[src/hdl/ctu_regs.svh]
`ifndef CTU_REGS_SVH
`define CTU_REGS_SVH
`define CTU_CTRL_OFFSET 12'h000
`define CTU_STAT_OFFSET 12'h004
`define CTU_CTRL_RESET 32'h0000_0000
`define CTU_CTRL_WMASK 32'h01fc_b800
`define CTU_E1_BIT 24
`define CTU_E2MODE_BIT 23
`define CTU_E2POL_BIT 22
`define CTU_E2SEL_HI 21
`define CTU_E2SEL_LO 18
`define CTU_ON_BIT 15
`define CTU_SIDL_BIT 13
`define CTU_TIME_GENERATION_ENABLE_BIT 12
`define CTU_EDGE_GATE_ENABLE_BIT 11
`define CTU_DISCH_BIT 0
`define CTU_E2FLAG_BIT 1
`define CTU_SEL_PERIPHERAL_BUS_CLOCK 4'hc
`define CTU_SEL_CMP2 4'he
`endif

[src/hdl/ctu_pkg.sv]
package ctu_pkg;
    typedef struct packed {
        logic edge_one_status;
        logic edge_two_sampling_select;
        logic edge_two_polarity;
        logic [3:0] edge_two_source_select;
        logic module_enable;
        logic stop_in_idle;
        logic time_generation_enable;
        logic edge_gate_enable;
    } ctu_ctrl_t;
    typedef struct packed {
        logic [2:0] comparator;
        logic [2:0] capture;
        logic [6:0] pins;
        logic compare_one_event;
        logic timer_event;
    } ctu_sources_t;
endpackage : ctu_pkg

[src/hdl/ctu_edge_control.sv]
// Operation
// - Edge-one status reads whether edge one occurred; software write drives it.
// - Edge-two input is edge-sensitive when sampling select is 1, else level.
// - Edge-two polarity 1 responds to rising, 0 to falling transitions.
// - Four-bit selector picks edge-two source among sixteen codes.
// - Module operates only while the enable bit is 1.
// - Stop-in-idle 1 halts operation in idle mode; 0 keeps running.
// - Edge delay generation only while time-generation enable is 1.
// - Edges pass only while edge gate enable is 1.
// - Unimplemented bits 17-16 and 14 read zero, writes ignored.
//
// The register addresses and the APB register port were chosen for this implementation.
`include "ctu_regs.svh"
module ctu_edge_control (
    input wire logic pclk,
    input wire logic presetn,
    input wire logic psel,
    input wire logic penable,
    input wire logic pwrite,
    input wire logic [11:0] paddr,
    input wire logic [31:0] pwdata,
    output logic [31:0] prdata,
    output logic pready,
    output logic pslverr,
    input wire logic idle_mode,
    input wire logic edge_one_in,
    input wire ctu_pkg::ctu_sources_t sources,
    output logic module_active,
    output logic edge_two_status,
    output logic delay_active,
    output logic converter_discharge_enable,
    output logic edge_source_drive
);
    ctu_pkg::ctu_ctrl_t ctrl_reg;
    logic disch_reg;
    logic e2_reg;
    logic [1:0] e1_sync_reg;
    logic [15:0] src_vec;
    ctu_pkg::ctu_sources_t src_meta_reg;
    ctu_pkg::ctu_sources_t src_sync_reg;
    logic clk_toggle_reg;
    logic src_prev_reg;
    logic e1_prev_reg;
    logic sel_bit;
    logic qualified;
    logic e1_event;
    logic active;
    logic wr_ctrl;
    logic wr_stat;
    logic [31:0] ctrl_word;

    assign wr_ctrl = psel && penable && pwrite && paddr == `CTU_CTRL_OFFSET;
    assign wr_stat = psel && penable && pwrite && paddr == `CTU_STAT_OFFSET;
    assign pready = 1'b1;
    assign pslverr = psel && penable && paddr != `CTU_CTRL_OFFSET
        && paddr != `CTU_STAT_OFFSET;

    // Gated enable: on and not halted by idle
    assign active = ctrl_reg.module_enable && !(ctrl_reg.stop_in_idle && idle_mode);
    assign module_active = active;

    always_comb begin
        ctrl_word = 32'h0000_0000;
        ctrl_word[`CTU_E1_BIT] = ctrl_reg.edge_one_status;
        ctrl_word[`CTU_E2MODE_BIT] = ctrl_reg.edge_two_sampling_select;
        ctrl_word[`CTU_E2POL_BIT] = ctrl_reg.edge_two_polarity;
        ctrl_word[`CTU_E2SEL_HI:`CTU_E2SEL_LO] = ctrl_reg.edge_two_source_select;
        ctrl_word[`CTU_ON_BIT] = ctrl_reg.module_enable;
        ctrl_word[`CTU_SIDL_BIT] = ctrl_reg.stop_in_idle;
        ctrl_word[`CTU_TIME_GENERATION_ENABLE_BIT] = ctrl_reg.time_generation_enable;
        ctrl_word[`CTU_EDGE_GATE_ENABLE_BIT] = ctrl_reg.edge_gate_enable;
    end

    always_ff @(posedge pclk or negedge presetn) begin
        if (!presetn) begin
            prdata <= 32'h0000_0000;
        end else if (psel && !penable && !pwrite) begin
            if (paddr == `CTU_CTRL_OFFSET) begin
                prdata <= ctrl_word;
            end else if (paddr == `CTU_STAT_OFFSET) begin
                prdata <= {30'h0000_0000, e2_reg, disch_reg};
            end else begin
                prdata <= 32'h0000_0000;
            end
        end
    end

    // Mux after the synchronisers, code order matches the selector encoding
    assign src_vec = {src_sync_reg.comparator, clk_toggle_reg, src_sync_reg.capture,
        src_sync_reg.pins, src_sync_reg.compare_one_event, src_sync_reg.timer_event};
    // A selector change may look like an edge; clear the flag after reprogramming
    assign sel_bit = src_vec[ctrl_reg.edge_two_source_select];

    always_ff @(posedge pclk or negedge presetn) begin
        if (!presetn) begin
            src_prev_reg <= 1'b0;
            e1_sync_reg <= 2'h0;
            e1_prev_reg <= 1'b0;
        end else begin
            src_prev_reg <= sel_bit;
            e1_sync_reg <= {e1_sync_reg[0], edge_one_in};
            e1_prev_reg <= e1_sync_reg[1];
        end
    end

    // Every source synchronised before the mux, so no async bit reaches logic
    // Bus clock source is a half-rate toggle: a clock cannot sample itself
    always_ff @(posedge pclk or negedge presetn) begin
        if (!presetn) begin
            src_meta_reg <= '0;
            src_sync_reg <= '0;
            clk_toggle_reg <= 1'b0;
        end else begin
            src_meta_reg <= sources;
            src_sync_reg <= src_meta_reg;
            clk_toggle_reg <= !clk_toggle_reg;
        end
    end

    // Level mode qualifies on the active level, edge mode on the transition
    always_comb begin
        if (ctrl_reg.edge_two_sampling_select) begin
            qualified = ctrl_reg.edge_two_polarity
                ? (sel_bit && !src_prev_reg) : (!sel_bit && src_prev_reg);
        end else begin
            qualified = ctrl_reg.edge_two_polarity ? sel_bit : !sel_bit;
        end
    end

    assign e1_event = e1_sync_reg[1] && !e1_prev_reg && active && ctrl_reg.edge_gate_enable;

    always_ff @(posedge pclk or negedge presetn) begin
        if (!presetn) begin
            ctrl_reg <= '0;
        end else begin
            if (wr_ctrl) begin
                ctrl_reg.edge_two_sampling_select <= pwdata[`CTU_E2MODE_BIT];
                ctrl_reg.edge_two_polarity <= pwdata[`CTU_E2POL_BIT];
                ctrl_reg.edge_two_source_select <= pwdata[`CTU_E2SEL_HI:`CTU_E2SEL_LO];
                ctrl_reg.module_enable <= pwdata[`CTU_ON_BIT];
                ctrl_reg.stop_in_idle <= pwdata[`CTU_SIDL_BIT];
                ctrl_reg.time_generation_enable <= pwdata[`CTU_TIME_GENERATION_ENABLE_BIT];
                ctrl_reg.edge_gate_enable <= pwdata[`CTU_EDGE_GATE_ENABLE_BIT];
            end
            // Hardware set wins over software clear
            if (e1_event) begin
                ctrl_reg.edge_one_status <= 1'b1;
            end else if (wr_ctrl) begin
                ctrl_reg.edge_one_status <= pwdata[`CTU_E1_BIT];
            end
        end
    end

    always_ff @(posedge pclk or negedge presetn) begin
        if (!presetn) begin
            e2_reg <= 1'b0;
            disch_reg <= 1'b0;
        end else begin
            if (qualified && active && ctrl_reg.edge_gate_enable) begin
                e2_reg <= 1'b1;
            end else if (wr_stat && !pwdata[`CTU_E2FLAG_BIT]) begin
                e2_reg <= 1'b0;
            end
            if (wr_stat) begin
                disch_reg <= pwdata[`CTU_DISCH_BIT];
            end
        end
    end

    assign edge_two_status = e2_reg;
    assign converter_discharge_enable = disch_reg;
    assign edge_source_drive = ctrl_reg.edge_one_status && active;
    // Delay runs between edge one and edge two
    assign delay_active = active && ctrl_reg.time_generation_enable
        && ctrl_reg.edge_one_status && !e2_reg;

    a_edge_flag_set: assert property (@(posedge pclk) disable iff (!presetn)
        (qualified && active && ctrl_reg.edge_gate_enable) |=> e2_reg)
        else $error("edge two flag not set");
    a_gate_blocks: assert property (@(posedge pclk) disable iff (!presetn)
        (!ctrl_reg.edge_gate_enable && !e2_reg && !wr_ctrl) |=> !e2_reg)
        else $error("blocked edge set flag");
    a_off_blocks: assert property (@(posedge pclk) disable iff (!presetn)
        !ctrl_reg.module_enable |-> !module_active && !delay_active)
        else $error("disabled module active");
    a_idle_halt: assert property (@(posedge pclk) disable iff (!presetn)
        (ctrl_reg.stop_in_idle && idle_mode) |-> !module_active)
        else $error("idle did not halt");
    a_idle_run: assert property (@(posedge pclk) disable iff (!presetn)
        (!ctrl_reg.stop_in_idle && ctrl_reg.module_enable) |-> module_active)
        else $error("idle halted wrongly");
    a_time_generation_enable_off: assert property (@(posedge pclk) disable iff (!presetn)
        !ctrl_reg.time_generation_enable |-> !delay_active)
        else $error("delay without enable");
    a_reserved_zero: assert property (@(posedge pclk) disable iff (!presetn)
        $rose(penable) && psel && !pwrite && paddr == `CTU_CTRL_OFFSET
        |-> prdata[17:16] == 2'h0 && prdata[14] == 1'b0)
        else $error("reserved bits nonzero");
    a_e1_write: assert property (@(posedge pclk) disable iff (!presetn)
        (wr_ctrl && !e1_event) |=> ctrl_reg.edge_one_status == $past(pwdata[`CTU_E1_BIT]))
        else $error("edge one status write lost");
    a_rise_mode: assert property (@(posedge pclk) disable iff (!presetn)
        (ctrl_reg.edge_two_sampling_select && ctrl_reg.edge_two_polarity && qualified)
        |-> sel_bit && !src_prev_reg)
        else $error("edge mode qualified wrongly");
    a_stat_clear: assert property (@(posedge pclk) disable iff (!presetn)
        (wr_stat && !pwdata[`CTU_E2FLAG_BIT]
        && !(qualified && active && ctrl_reg.edge_gate_enable)) |=> !e2_reg)
        else $error("edge two flag not cleared");
    a_e2_hold: assert property (@(posedge pclk) disable iff (!presetn)
        (e2_reg && !wr_stat) |=> e2_reg)
        else $error("edge two flag dropped");
    a_e1_hold: assert property (@(posedge pclk) disable iff (!presetn)
        (ctrl_reg.edge_one_status && !wr_ctrl) |=> ctrl_reg.edge_one_status)
        else $error("edge one flag dropped");
    a_e1_set: assert property (@(posedge pclk) disable iff (!presetn)
        e1_event |=> ctrl_reg.edge_one_status)
        else $error("edge one flag not set");
    a_level_mode: assert property (@(posedge pclk) disable iff (!presetn)
        (!ctrl_reg.edge_two_sampling_select && (sel_bit == ctrl_reg.edge_two_polarity)
        && active && ctrl_reg.edge_gate_enable) |=> e2_reg)
        else $error("level mode did not set flag");
    c_edge2: cover property (@(posedge pclk) $rose(e2_reg));
    c_delay: cover property (@(posedge pclk) $rose(delay_active));
    c_idle_stop: cover property (@(posedge pclk) $fell(module_active) && idle_mode);
    c_level_set: cover property (@(posedge pclk)
        !ctrl_reg.edge_two_sampling_select && $rose(e2_reg));
    c_e1_set: cover property (@(posedge pclk) e1_event);
endmodule : ctu_edge_control

[config.mk]
export PLATFORM = sky130hd
export DESIGN_NAME = ctu_edge_control
export DESIGN_NICKNAME = d
export VERILOG_FILES = /design/src/hdl/ctu_pkg.sv /design/src/hdl/ctu_edge_control.sv
export VERILOG_INCLUDE_DIRS = /design/src /design/src/hdl
export SDC_FILE = /design/constraint.sdc
export NUM_CORES = 1
export LEC_CHECK = 0
export ABC_CLOCK_PERIOD_IN_PS = 4150
export BUFFER_PORTS_ARGS = -buffer_cell sky130_fd_sc_hd__clkbuf_2
export CORE_UTILIZATION = 50
export DETAILED_ROUTE_END_ITERATION = 10
export PLACE_DENSITY = 0.84
export SLEW_MARGIN = 20
export SYNTH_ARGS = -nofsm -noshare
export SYNTH_HDL_FRONTEND = slang
export SYNTH_SLANG_ARGS = --single-unit
[constraint.sdc]
create_clock -name pclk -period 4.15 [get_ports pclk]
set_input_delay 0.415 -clock pclk [delete_from_list [all_inputs] [get_ports pclk]]
set_output_delay 0.415 -clock pclk [all_outputs]
set_load 0.05 [all_outputs]
==> flow_summary.yaml <==
status:
  outcome: "finished, final reports clean"
clocking:
  root_buffer: "clkbuf_8"
  clkTransAtPathRegs_ns: 0.07
  cts_tree: "yes"
  cts_sinks: 61
  cts_buffer_depth: 2
  clk_latency_ns: 0.32
  post_cts_buffers: 0
  cts.repair.resized: 0
  cts_inserted_buffers: 9
  hold_buffers: 0
  cts_htree_levels: 3
setup_path:
  cp-end-kind: "primary output"
  crit_fanout: 3
  worstReg2RegStart: "ctrl_reg[4]$_DFFE_PN0P_"
  critPathRequiredTime_ns: 3.73
  r2r-end: "edge_two_status$_DFFE_PN0P_"
  crit_path_start_kind: "flip-flop"
  reg2reg_slack_ns: 2.26
  crit_type: "reg2out"
  ff2ff_path_depth: 4
  arrival_ns: 1.75
die:
  dieWidth_um: 69.9
  placementRows: 24
  coreArea_um2: 4380
  dieHeight_um: 69.9
  die_area_um2: 4880
  io_pins: 105
  start_util: 0.526
placed_design:
  post-dp-hpwl_um: 2610
  io_buffers: 65
  place_inst: 265
  gp_congestion: 0.696
  post-place-ws_ns: 1.75
  placed_area_um2: 2590
route:
  route.detailed.drc: 0
  drt_wl_total_um: 3620
  via_per_inst: 4.82
  antenna_left: 0
  first_iter_violations: 78
  wl_per_cell_um: 12.9
  dr.pass1.iters: 4
  num_vias: 1355
layout:
  drive_above_1_share: 0.441
  fillCellCount: 323
  final_nets: 290
  area_growth_pct: 23.5
  multiInputGateArea_um2: 661
  stdcell_area_um2: 2850
  fin_util: 0.649
  diodes: 0
  stdcell_count: 281
  seq_area_um2: 1530
yosys:
  ys_warn_count: 0
  synth_cells: 153
  syn_area_um2: 2300
  ys_ff_latch: 61
  synth_cell_type_count: 31
  synth_top_area_share: 0.662
  postSynthAreaPerCell_um2: 15.1
  synthTopCellsByArea: "dfrtp_1, buf_4, mux2_4"
  seq_area_frac_synth: 0.662
  synth.largest_area_cell: "dfrtp_1"
sta:
  setup_ws_ns: 1.99
  holdWs_ns: 0.195
  fin_crit_sh: 0.521
  finalSetupTns_ns: 0
  drv_slew: 0
  final_hold_viol_count: 0
  finClkSkew_ns: 0.00771
  rsz0062_at_grt: "no"
  setup_viol: 0
  fmax_mhz: 463
  tightestPinTransition_ns: 0.738
  relSlewSlack: 0.505
  post-route-min-period_ns: 2.16
worst_hold_path:
  min_path_type: "in2reg"
  hold_end: "src_meta_reg[10]$_DFF_PN0_"
  whs_path_depth: 1
  holdCritStartpoint: "sources[10]"
power_and_ir_drop:
  p_leak_nw: 1.48
  switching_share: 0.216
  power_frac_comb: 0.064
  ir_worst_vdd_v: 0.000282
  finalPower_mw: 1.34
  power_frac_seq: 0.461
  power_switching_mw: 0.289
  p_int_mw: 1.05
  power_density_nw_per_um2: 470
  clkPwrFrac: 0.476
global_routing:
  antenna_found_initial: 0
  grt_max_degree: 62
  grt_pass1_vias: 1269
  grt_util_all_layers: 0.164
  overflow: 0
  grt_pass1_wl_um: 5800
flow_run:
  timing.max_cap.violations: 0
-- layout make-up --
type | instances | share of cell area
repair buffers | 66 | 0.117
multi-input cells | 82 | 0.232
well taps | 52 | 0.0229
clock inverters | 6 | 0.0382
flip-flops and latches | 61 | 0.536
clock buffers | 10 | 0.0484
inverters | 4 | 0.00527
-- per-layer routing --
metal  vias to the layer above  routed length [um]  part of all wire  global-route usage
met3                         4                 246             0.068              0.0678
met4                         0                  46             0.013              0.0867
met5                         -                   0                 0                   0
li1                        638                   -                 -                   -
met1                       654                1540              0.42               0.200
met2                        59                1790              0.49               0.250
-- synthesized netlist by cell type --
library cell	count
mux2_4	9
and2_1	2
and3_1	2
nor3_1	2
nor4_2	2
a22o_1	11
nand2_1	5
clkbuf_1	1
a21oi_1	1
dfrtp_1	61
nand2b_1	1
or3_4	1
conb_1	2
nor2_1	3
buf_6	1
mux2_2	2
mux4_2	4
nor2b_1	2
or4b_1	1
xnor2_1	1
nand3_1	3
buf_2	2
a21o_1	1
o31ai_1	3
nand4_1	1
a21boi_0	1
buf_4	20
inv_1	4
a32o_1	1
a22oi_1	2
o221ai_1	1
-- cells in the final DEF (no fill, tap or decap), drive strengths merged, types with 3 or more instances in the layout --
| master | n |
|---|---|
| nand2 | 5 |
| o31ai | 3 |
| inv | 5 |
| nand3 | 3 |
| mux2 | 11 |
| bufinv | 3 |
| a22o | 11 |
| conb | 20 |
| nor2 | 3 |
| clkbuf | 75 |
| mux4 | 4 |
| dfrtp | 61 |
-- how the worst max path moves through the flow --
| stage | start | end | slack (ns) | depth (start not counted) |
|---|---|---|---|---|
| floorplan | idle_mode | delay_active | 0.96 | 3 |
| global placement | paddr[10] | prdata[11]$_DFFE_PN0P_ | 1.83 | 5 |
| detailed placement | paddr[10] | prdata[13]$_DFFE_PN0P_ | 1.75 | 5 |
| CTS | ctrl_reg[2]$_DFFE_PN0P_ | delay_active | 1.99 | 4 |
| global route | ctrl_reg[2]$_DFFE_PN0P_ | delay_active | 1.86 | 4 |
| finish | ctrl_reg[2]$_DFFE_PN0P_ | delay_active | 1.99 | 4 |
-- worst max-delay path: stages (launching register included) --
cell	delay, ns
dfrtp_1	0.40
a21boi_0	0.37
and2_1	0.22
and3_1	0.16
clkbuf_2	0.27
-- power groups by stage --
stage	sequential (mW)	clock [mW]	combinational, mW
after floorplan	0.625	0	0.0644
after global placement	0.626	0	0.0850
after detailed placement	0.627	0	0.0859
after CTS	0.616	0.650	0.0861
after global routing	0.617	0.682	0.0919
final	0.616	0.636	0.0851
-- cells by family (layout without fill, tap and decap cells) --
| family | Yosys count | after routing | synth area share |
|---|---|---|---|
| flops | 61 | 61 | 0.662 |
| buf+inv | 28 | 86 | 0.0825 |
| simple gates | 25 | 25 | 0.0657 |
| compound gates | 21 | 21 | 0.0749 |
| mux | 15 | 15 | 0.107 |
| other cells | 2 | 20 | 0.00326 |
| xor+xnor | 1 | 1 | 0.00380 |
(Power assumes the default switching activity.)
